**config.mk**
```make
export PLATFORM = sky130hd
export DESIGN_NAME = pdc_ctrl
export DESIGN_NICKNAME = d
export VERILOG_FILES = /design/src/rtl/pdc_pkg.sv /design/src/rtl/pdc_wdt_if.sv /design/src/rtl/pdc_wdt.sv /design/src/rtl/pdc_edge.sv /design/src/rtl/pdc_ctrl.sv
export SDC_FILE = /design/constraint.sdc
export NUM_CORES = 1
export LEC_CHECK = 0
export ABC_AREA = 1
export BUFFER_PORTS_ARGS = -buffer_cell sky130_fd_sc_hd__buf_2
export CAP_MARGIN = 20
export CORE_ASPECT_RATIO = 0.6
export CORE_MARGIN = 2
export CORE_UTILIZATION = 30
export CTS_CLUSTER_DIAMETER = 100
export DETAILED_ROUTE_END_ITERATION = 7
export PLACE_DENSITY = 0.61
export SETUP_SLACK_MARGIN = 0.1
export SYNTH_ARGS = -nofsm -noshare
export SYNTH_HDL_FRONTEND = slang
export SYNTH_HIERARCHICAL = 1
export SYNTH_SLANG_ARGS = --single-unit
```
**constraint.sdc**
```tcl
create_clock -name clock -period 3.9 [get_ports clock]
set_clock_uncertainty 0.2 [all_clocks]
set_input_delay 0.195 -clock clock [delete_from_list [all_inputs] [get_ports clock]]
set_output_delay 0.195 -clock clock [all_outputs]
set_load 0.01 [all_outputs]
```
**src/rtl/pdc_pkg.sv**
```systemverilog
// power-down controller constants: register map, field positions, reset values, modes
// assumes a word-aligned 32-bit register bus with byte addresses
package pdc_pkg;
  // register byte offsets
  localparam logic [4:0] PDC_OFF_SBY  = 5'h00;  // standby_ctl_reg
  localparam logic [4:0] PDC_OFF_SYS  = 5'h04;  // system_ctl_reg
  localparam logic [4:0] PDC_OFF_WCS  = 5'h08;  // wdt_ctl_status
  localparam logic [4:0] PDC_OFF_WCNT = 5'h0C;  // wdt_counter
  localparam logic [4:0] PDC_OFF_WRST = 5'h10;  // wdt_reset_ctl_status
  localparam logic [4:0] PDC_OFF_ICR  = 5'h14;  // irq_ctl_reg
  localparam logic [4:0] PDC_OFF_STAT = 5'h18;  // current power mode
  // reset values
  localparam logic [7:0] PDC_SBY_RST  = 8'h1F;
  localparam logic [7:0] PDC_SYS_RST  = 8'h01;
  localparam logic [7:0] PDC_WRST_RST = 8'h00;
  // field positions
  localparam int PDC_SBY_SEL  = 7;
  localparam int PDC_SBY_HIZ  = 6;
  localparam int PDC_SYS_ONCHIP_MEM_ON = 0;
  localparam int PDC_WCS_OVF  = 7;
  localparam int PDC_WCS_MODE = 6;
  localparam int PDC_WCS_RUN  = 5;
  localparam int PDC_ICR_NMI_EDGE_SELECT = 0;
  // watchdog sizes
  localparam int PDC_WCNT_W   = 8;
  localparam int PDC_WPRE_W   = 9;
  // power modes
  typedef enum logic [1:0] {
    PDC_RUN,
    PDC_SLEEP,
    PDC_STBY,
    PDC_WAKE
  } pdc_mode_t;
endpackage : pdc_pkg

```
**src/rtl/pdc_wdt_if.sv**
```systemverilog
// watchdog control bundle between controller and watchdog counter
// assumes both ends share one clock
`timescale 1ns/1ns
interface pdc_wdt_if #(parameter int CW = 8);
  logic [2:0]    cks;
  logic          count_en;
  logic          clear;
  logic          load;
  logic [CW-1:0] load_val;
  logic [CW-1:0] cnt;
  logic          ovf_tick;
  modport ctl (output cks, count_en, clear, load, load_val, input cnt, ovf_tick);
  modport tmr (input cks, count_en, clear, load, load_val, output cnt, ovf_tick);
endinterface : pdc_wdt_if

```
**src/rtl/pdc_wdt.sv**
```systemverilog
// watchdog prescaler and up-counter with overflow tick
// assumes clear and load come from the controller, clear taking priority
`timescale 1ns/1ns
module pdc_wdt
  import pdc_pkg::*;
#(
  parameter int PW = PDC_WPRE_W,
  parameter int CW = PDC_WCNT_W
) (
  input  wire logic clock,
  input  wire logic rstn,
  pdc_wdt_if.tmr    w
);
  logic [PW-1:0] pre_q;
  logic [CW-1:0] cnt_q;
  logic [PW-1:0] mask;
  logic          tick;

  // divide by 2^(cks+1)
  assign mask = ~({PW{1'b1}} << ({1'b0, w.cks} + 4'h1));
  assign tick = w.count_en && ((pre_q & mask) == mask);
  assign w.ovf_tick = tick && (&cnt_q);
  assign w.cnt = cnt_q;

  // prescaler
  always_ff @(posedge clock or negedge rstn) begin
    if (!rstn) begin
      pre_q <= '0;
    end else if (w.clear) begin
      pre_q <= '0;
    end else if (w.count_en) begin
      pre_q <= pre_q + 1'b1;
    end
  end

  // counter
  always_ff @(posedge clock or negedge rstn) begin
    if (!rstn) begin
      cnt_q <= '0;
    end else if (w.clear) begin
      cnt_q <= '0;
    end else if (w.load) begin
      cnt_q <= w.load_val;
    end else if (tick) begin
      cnt_q <= cnt_q + 1'b1;
    end
  end
endmodule : pdc_wdt

```
**src/rtl/pdc_edge.sv**
```systemverilog
// selectable-edge detector, one-cycle pulse
// assumes the input is synchronous to clock
`timescale 1ns/1ns
module pdc_edge (
  input  wire logic clock,
  input  wire logic rstn,
  input  wire logic sig,
  input  wire logic rise_sel,
  output logic      edge_pulse
);
  logic prev_q;
  logic armed_q;

  // previous sample, armed after first clock
  always_ff @(posedge clock or negedge rstn) begin
    if (!rstn) begin
      prev_q  <= 1'b0;
      armed_q <= 1'b0;
    end else begin
      prev_q  <= sig;
      armed_q <= 1'b1;
    end
  end

  assign edge_pulse = armed_q && (rise_sel ? (sig && !prev_q) : (!sig && prev_q));
endmodule : pdc_edge

```
**src/rtl/pdc_ctrl.sv**
```systemverilog
// power-down controller: hardware standby, software standby, sleep
// assumes an Avalon-MM master, inputs synchronous to clock, clock running while
// the two reset pins are released
//
// Function
// - standby pin low halts everything asynchronously
// - standby high, reset low restarts oscillator
// - reset rising edge starts reset exception
// - halt with select set enters software standby
// - standby keeps CPU registers and RAM
// - ports hold or float per float bit
// - standby entry initialises listed peripheral units
// - standby clears watchdog bits 7-5, counter
// - selected NMI edge clocks only the watchdog
// - watchdog overflow resumes chip, starts NMI exception
// - power-on or manual reset cancels standby
// - halt with select clear enters sleep
// - accepted enabled interrupt above mask ends sleep
// - DMA address error ends sleep
// - power-on reset ends sleep
// - RAM enable resets to one, enables RAM
// - select and float refuse set while watchdog runs
// - standby register resets 1F, bits 7,6
// - RAM disabled ignores writes, reads undefined
`timescale 1ns/1ns
module pdc_ctrl
  import pdc_pkg::*;
(
  input  wire logic        clock,
  input  wire logic        rstn,
  input  wire logic [4:0]  avs_address,
  input  wire logic        avs_read,
  input  wire logic        avs_write,
  input  wire logic [31:0] avs_writedata,
  output logic      [31:0] avs_readdata,
  output logic             avs_waitrequest,
  input  wire logic        deep_halt_pin_n,
  input  wire logic        power_on_clear_n,
  input  wire logic        manual_reset_n,
  input  wire logic        halt_exec,
  input  wire logic        nmi_pin,
  input  wire logic        irq_req,
  input  wire logic [3:0]  irq_level,
  input  wire logic [3:0]  cpu_mask,
  input  wire logic        irq_periph_en,
  input  wire logic        dma_addr_err,
  output logic             osc_run,
  output logic             cpu_clk_en,
  output logic             periph_clk_en,
  output logic             wdt_clk_en,
  output logic             periph_init,
  output logic             port_float,
  output logic             port_hold,
  output logic             onchip_mem_on,
  output logic             ram_access_ok,
  output logic             reset_exc_start,
  output logic             nmi_exc_start,
  output logic             irq_exc_start,
  output logic             dma_err_exc_start,
  output logic [1:0]       power_mode
);
  pdc_wdt_if #(.CW(PDC_WCNT_W)) wdt_bus ();

  logic            chip_rst_n;
  pdc_mode_t       mode_q;
  logic            sel_q;
  logic            hiz_q;
  logic            onchip_mem_on_q;
  logic            ovf_q;
  logic            wmode_q;
  logic            wrun_q;
  logic [2:0]      cks_q;
  logic [7:0]      wrst_q;
  logic            nmi_edge_select_q;
  logic            ack_q;
  logic [31:0]     rdata_q;
  logic [31:0]     rd_mux;
  logic            wr_go;
  logic            nmi_edge;
  logic            enter_stby;
  logic            enter_sleep;
  logic            irq_accept;
  logic            por_done_q;
  logic            rexc_q;
  logic            nexc_q;
  logic            iexc_q;
  logic            dexc_q;
  logic            pinit_q;
  logic            mo_n;

  // either pin low holds the whole block in reset, with no clock needed
  assign chip_rst_n = rstn && deep_halt_pin_n && power_on_clear_n;

  // bus handshake: one wait state per request
  assign avs_waitrequest = (avs_read || avs_write) && !ack_q;
  assign wr_go = avs_write && ack_q;
  assign avs_readdata = rdata_q;

  always_ff @(posedge clock or negedge chip_rst_n) begin
    if (!chip_rst_n) begin
      ack_q <= 1'b0;
    end else begin
      ack_q <= (avs_read || avs_write) && !ack_q;
    end
  end

  // read multiplexer, unmapped reads zero
  always_comb begin
    rd_mux = 32'h0000_0000;
    case (avs_address)
      PDC_OFF_SBY:  rd_mux[7:0] = {sel_q, hiz_q, PDC_SBY_RST[5:0]};
      PDC_OFF_SYS:  rd_mux[7:0] = {7'h00, onchip_mem_on_q};
      PDC_OFF_WCS:  rd_mux[7:0] = {ovf_q, wmode_q, wrun_q, 2'h3, cks_q};
      PDC_OFF_WCNT: rd_mux[PDC_WCNT_W-1:0] = wdt_bus.cnt;
      PDC_OFF_WRST: rd_mux[7:0] = wrst_q;
      PDC_OFF_ICR:  rd_mux[7:0] = {7'h00, nmi_edge_select_q};
      PDC_OFF_STAT: rd_mux[7:0] = {6'h00, mode_q};
      default:      rd_mux = 32'h0000_0000;
    endcase
  end

  // read data captured while waitrequest is high
  always_ff @(posedge clock or negedge chip_rst_n) begin
    if (!chip_rst_n) begin
      rdata_q <= 32'h0000_0000;
    end else if (avs_read && !ack_q) begin
      rdata_q <= rd_mux;
    end
  end

  // halt instruction decode, ignored outside run
  // a manual reset in the same cycle wins, so standby is never half entered
  assign enter_stby  = (mode_q == PDC_RUN) && halt_exec && sel_q && mo_n;
  assign enter_sleep = (mode_q == PDC_RUN) && halt_exec && !sel_q && mo_n;
  assign irq_accept  = irq_req && irq_periph_en && (irq_level > cpu_mask);
  assign mo_n        = manual_reset_n;

  // standby control register
  always_ff @(posedge clock or negedge chip_rst_n) begin
    if (!chip_rst_n) begin
      sel_q <= PDC_SBY_RST[PDC_SBY_SEL];
      hiz_q <= PDC_SBY_RST[PDC_SBY_HIZ];
    end else if (wr_go && avs_address == PDC_OFF_SBY) begin
      sel_q <= avs_writedata[PDC_SBY_SEL] && !wrun_q;
      hiz_q <= avs_writedata[PDC_SBY_HIZ] && !wrun_q;
    end
  end

  // system control register, RAM enable
  always_ff @(posedge clock or negedge chip_rst_n) begin
    if (!chip_rst_n) begin
      onchip_mem_on_q <= PDC_SYS_RST[PDC_SYS_ONCHIP_MEM_ON];
    end else if (wr_go && avs_address == PDC_OFF_SYS) begin
      onchip_mem_on_q <= avs_writedata[PDC_SYS_ONCHIP_MEM_ON];
    end
  end

  // RAM gate: kept in standby and sleep, cut only by the enable bit
  assign onchip_mem_on = onchip_mem_on_q;
  assign ram_access_ok = onchip_mem_on_q;

  // interrupt control, NMI edge select
  always_ff @(posedge clock or negedge chip_rst_n) begin
    if (!chip_rst_n) begin
      nmi_edge_select_q <= 1'b0;
    end else if (wr_go && avs_address == PDC_OFF_ICR) begin
      nmi_edge_select_q <= avs_writedata[PDC_ICR_NMI_EDGE_SELECT];
    end
  end

  // overflow flag; the set wins over a software write-0 clear in the same cycle
  always_ff @(posedge clock or negedge chip_rst_n) begin
    if (!chip_rst_n) begin
      ovf_q <= 1'b0;
    end else if (enter_stby) begin
      ovf_q <= 1'b0;
    end else if (wdt_bus.ovf_tick && mode_q == PDC_RUN) begin
      ovf_q <= 1'b1;
    end else if (wr_go && avs_address == PDC_OFF_WCS && !avs_writedata[PDC_WCS_OVF]) begin
      ovf_q <= 1'b0;
    end
  end

  // watchdog mode and run bits, cleared on standby entry
  always_ff @(posedge clock or negedge chip_rst_n) begin
    if (!chip_rst_n) begin
      wmode_q <= 1'b0;
      wrun_q  <= 1'b0;
    end else if (enter_stby) begin
      wmode_q <= 1'b0;
      wrun_q  <= 1'b0;
    end else if (wr_go && avs_address == PDC_OFF_WCS) begin
      wmode_q <= avs_writedata[PDC_WCS_MODE];
      wrun_q  <= avs_writedata[PDC_WCS_RUN];
    end
  end

  // clock select survives standby so the wake-up period stays as programmed
  always_ff @(posedge clock or negedge chip_rst_n) begin
    if (!chip_rst_n) begin
      cks_q <= 3'h0;
    end else if (wr_go && avs_address == PDC_OFF_WCS) begin
      cks_q <= avs_writedata[2:0];
    end
  end

  // watchdog reset control/status
  always_ff @(posedge clock or negedge chip_rst_n) begin
    if (!chip_rst_n) begin
      wrst_q <= PDC_WRST_RST;
    end else if (enter_stby) begin
      wrst_q <= PDC_WRST_RST;
    end else if (wr_go && avs_address == PDC_OFF_WRST) begin
      wrst_q <= avs_writedata[7:0];
    end
  end

  // watchdog drive: counts when enabled, or alone during standby wake-up
  assign wdt_bus.cks      = cks_q;
  assign wdt_bus.count_en = (wrun_q && mode_q != PDC_STBY) || (mode_q == PDC_WAKE);
  assign wdt_bus.clear    = enter_stby;
  assign wdt_bus.load     = wr_go && (avs_address == PDC_OFF_WCNT);
  assign wdt_bus.load_val = avs_writedata[PDC_WCNT_W-1:0];

  pdc_wdt #(
    .PW (PDC_WPRE_W),
    .CW (PDC_WCNT_W)
  ) u_wdt (
    .clock (clock),
    .rstn  (chip_rst_n),
    .w     (wdt_bus)
  );

  pdc_edge u_nmi_edge (
    .clock      (clock),
    .rstn       (chip_rst_n),
    .sig        (nmi_pin),
    .rise_sel   (nmi_edge_select_q),
    .edge_pulse (nmi_edge)
  );

  // power mode sequencer
  always_ff @(posedge clock or negedge chip_rst_n) begin
    if (!chip_rst_n) begin
      mode_q <= PDC_RUN;
    end else if (!mo_n) begin
      mode_q <= PDC_RUN;
    end else begin
      case (mode_q)
        PDC_RUN: begin
          if (enter_stby) begin
            mode_q <= PDC_STBY;
          end else if (enter_sleep) begin
            mode_q <= PDC_SLEEP;
          end
        end
        PDC_SLEEP: begin
          if (dma_addr_err || irq_accept) begin
            mode_q <= PDC_RUN;
          end
        end
        PDC_STBY: begin
          if (nmi_edge) begin
            mode_q <= PDC_WAKE;
          end
        end
        PDC_WAKE: begin
          if (wdt_bus.ovf_tick) begin
            mode_q <= PDC_RUN;
          end
        end
        default: mode_q <= PDC_RUN;
      endcase
    end
  end

  // nmi exception start as the wake-up overflow releases the chip
  always_ff @(posedge clock or negedge chip_rst_n) begin
    if (!chip_rst_n) begin
      nexc_q <= 1'b0;
    end else begin
      nexc_q <= mo_n && (mode_q == PDC_WAKE) && wdt_bus.ovf_tick;
    end
  end

  // dma address error exception, outranks an interrupt in the same cycle
  always_ff @(posedge clock or negedge chip_rst_n) begin
    if (!chip_rst_n) begin
      dexc_q <= 1'b0;
    end else begin
      dexc_q <= mo_n && (mode_q == PDC_SLEEP) && dma_addr_err;
    end
  end

  // interrupt exception, only when no dma error leaves sleep first
  always_ff @(posedge clock or negedge chip_rst_n) begin
    if (!chip_rst_n) begin
      iexc_q <= 1'b0;
    end else begin
      iexc_q <= mo_n && (mode_q == PDC_SLEEP) && !dma_addr_err && irq_accept;
    end
  end

  // marks that the first clock after both pins release has passed
  always_ff @(posedge clock or negedge chip_rst_n) begin
    if (!chip_rst_n) begin
      por_done_q <= 1'b0;
    end else begin
      por_done_q <= 1'b1;
    end
  end

  // reset exception once, on the first clock after both pins release
  always_ff @(posedge clock or negedge chip_rst_n) begin
    if (!chip_rst_n) begin
      rexc_q <= 1'b0;
    end else begin
      rexc_q <= !por_done_q;
    end
  end

  // peripheral initialise pulse on standby entry
  always_ff @(posedge clock or negedge chip_rst_n) begin
    if (!chip_rst_n) begin
      pinit_q <= 1'b0;
    end else begin
      pinit_q <= enter_stby && mo_n;
    end
  end

  // clock enables, forced off while either pin is low; osc_run is forced off only by the standby pin
  assign osc_run = deep_halt_pin_n && (mode_q != PDC_STBY);
  assign cpu_clk_en = chip_rst_n && (mode_q == PDC_RUN);
  assign periph_clk_en = chip_rst_n && (mode_q == PDC_RUN || mode_q == PDC_SLEEP);
  assign wdt_clk_en = chip_rst_n && (mode_q != PDC_STBY);

  // port pins in software standby
  assign port_float = (mode_q == PDC_STBY || mode_q == PDC_WAKE) && hiz_q;
  assign port_hold  = (mode_q == PDC_STBY || mode_q == PDC_WAKE) && !hiz_q;

  assign periph_init       = pinit_q;
  assign reset_exc_start   = rexc_q;
  assign nmi_exc_start     = nexc_q;
  assign irq_exc_start     = iexc_q;
  assign dma_err_exc_start = dexc_q;
  assign power_mode        = mode_q;
endmodule : pdc_ctrl

```
==> metrics <==
fin crit period=3160 ps; syn avg cell area=7.29 um^2; ys flop type=dfrtp_1; vias in the first global route=2852; Max Clock Freq=0.316 GHz; RSZ-0062 raised after global routing=no; fillers=1166; initial antenna violation count=0; Hold Vio Cnt, Final=0; Total GRT Usage=0.151; FF-to-FF setup slack=740 ps; Power Density=470 nW/um^2; Clock Pin Slew Worst Setup and Hold Paths=70 ps; final setup TNS=0 ps; first-pass GRT wire length=14.5 mm; ys async rst share=1.00; clk_lat worst skew=300 ps; Reg2Reg Capture Point=power_mode[1]$_DFFE_PN0P_; Area growth, synth to finish=18.2%; max-slew violation count=0; share of post-route cells with drive strength above 1=0.189; flops & latches, synth=54; clk buf depth=2; post-synthesis sequential area ratio=0.390; commonest non-fill, non-tap cell in the layout=nand2_1; Vias per Instance=4.54; Worst Tran Pin Value=975 ps; cells on worst reg2reg path=14; DR WL met3=643 um; 1st-iter DRT viols=236; final wirelength=8.95 mm; global placement routability congestion=0.877; critical path peak fanout=10; Die X=143 um; antenna-violating nets left=0; Remaining Overflow, GRT=0; Met1 Wirelength=4.76 mm; initial core utilization=0.308; Slew HR=0.343; Clock Tree Root=clkbuf_16; NumNets Final=610; Die ar.=12500 um^2; YS warnings=6; CP required=3900 ps; TritonCTS clock tree=yes; Die Y=87.2 um; cell row count=30; most frequent cells in the layout=152 x nand2_1, 56 x buf_2, 53 x dfrtp_1; maxcap violations=0; mapped cell area=3460 um^2; DR WL/cell=13.0 um; diode count=0; Unique masters post-synth=34; DR DRC count=0; Routed met2 length=3.46 mm; Worst Setup EP=power_mode[1]$_DFFE_PN0P_; post-layout power=1920 uW; Crit Path Class=reg -> reg; Data arrival, critical path=3160 ps; highest metal used=met4; crit start category=register; count of buffers from port buffering=56; CTS Sinks=54; Worst R2R Start=power_mode[1]$_DFFE_PN0P_; outcome=finished clean; First-pass DRT Iterations=4; crit path capture type=register; crit share post-route=0.811; Worst VDD drop=0.000282 V; number of CTS-inserted buffers=5; pin count of the biggest net entering global routing=46; Setup violations, final=0; post-DP HPWL=6.79 mm; post-CTS setup buffers=0; Placeable Area=11300 um^2; Top Ports=105; Mapped Cells=475; CTS HTree Levels=2; Worst Setup SP=power_mode[1]$_DFFE_PN0P_; type of the tightest min-delay check=in -> reg; Post-synth EDFFs=0; Leakage Power=0.00232 uW; vias=3135
metal layers:
layer  track usage  vias to the layer above
li1              -                     1587
met1         0.234                     1447
met2         0.203                       92
met3        0.0423                        9
met4        0.0369                        0
met5             0                        -
through the flow:
stage                     hold WS, ps  worst slack (ps)  instance area [um^2]  utilization  instances
after floorplan                  26.4              1470                  3550            -        498
after global placement            121               933                  3790        0.336        669
after detailed placement          129               842                  3790        0.336        669
after CTS                       0.147               820                  4050        0.360        687
after global routing             27.1               540                  4090        0.364        690
final                            2.44               737                  4090        0.364        690
synthesized netlist by cell type, types with 4 or more instances:
master	n	area, um^2
nand4_1	9	56.3
inv_1	49	184
inv_2	4	15.0
nand2_1	152	571
buf_4	25	188
nor2_1	50	188
ha_1	8	100
dfrtp_1	53	1330
nor2_2	4	25.0
nor3_1	5	25.0
or2_2	5	31.3
a21oi_1	8	40.0
nand3_1	44	220
nand2_4	5	56.3
o21ai_0	18	90.1
nor2_4	4	45.0
kinds of logic after synthesis:
group | share of synthesized area
flip-flops | 0.390
adder cells (fa/ha/maj) | 0.0289
AO/OA/AOI/OAI | 0.0618
AND/OR/NAND/NOR | 0.382
other | 0.00325
buffers and inverters | 0.126
XOR/XNOR | 0.00759
worst max-delay path, stage by stage, from the launching register on:
cell and delay [ps]:
dfrtp_1 480, o21ai_0 810, inv_2 120, a21oi_2 140, nand3_1 100, nor2_2 130
nand3_4 170, nor3_1 230, inv_1 120, nand2_1 70, o21ai_0 100, nor2_1 180
nand2_1 100, nand2_1 70, nand2_1 50
how the worst min path moves through the flow:
| stage | from | end | slack, ps | cells after the start |
|---|---|---|---|---|
| after floorplan | nmi_pin | u_nmi_edge/prev_q$_DFF_PN0_ | 30 | 0 |
| after global placement | nmi_pin | u_nmi_edge/prev_q$_DFF_PN0_ | 120 | 1 |
| after detailed placement | nmi_pin | u_nmi_edge/prev_q$_DFF_PN0_ | 130 | 1 |
| after CTS | avs_read | ack_q$_DFF_PN0_ | 0.1 | 3 |
| after global routing | avs_read | ack_q$_DFF_PN0_ | 30 | 3 |
| final | avs_read | ack_q$_DFF_PN0_ | 2 | 3 |
area by class of cell:
| cell class | count | area (um^2) | area share |
|---|---|---|---|
| Clock inverter | 3 | 40.0 | 0.00978 |
| Clock buffer | 5 | 125 | 0.0306 |
| Multi-Input combinational cell | 360 | 1760 | 0.431 |
| Tap cell | 144 | 180 | 0.0440 |
| Timing Repair Buffer | 70 | 428 | 0.105 |
| Sequential cell | 54 | 1350 | 0.330 |
| Inverter | 54 | 205 | 0.0501 |
repair_timing:
| item | in CTS | in global routing |
|---|---|---|
| hold buffers | 10 | 2 |
| hold endpoints to repair | 15 | 20 |
| gates resized for setup | 0 | 0 |
sequential cells by signal, summed over array words and instances (netlist names), 2 cells and up:
register,flops
avs_readdata,8
u_wdt/w.cnt,8
wrst_q,8
power_mode,2
cks_q,3
u_wdt/pre_q,9
report_power, final:
part           switching (uW)  internal (uW)
logic                     355            218
clock network             219            301
registers                 148            682
Power figures use the tool's default switching activity.
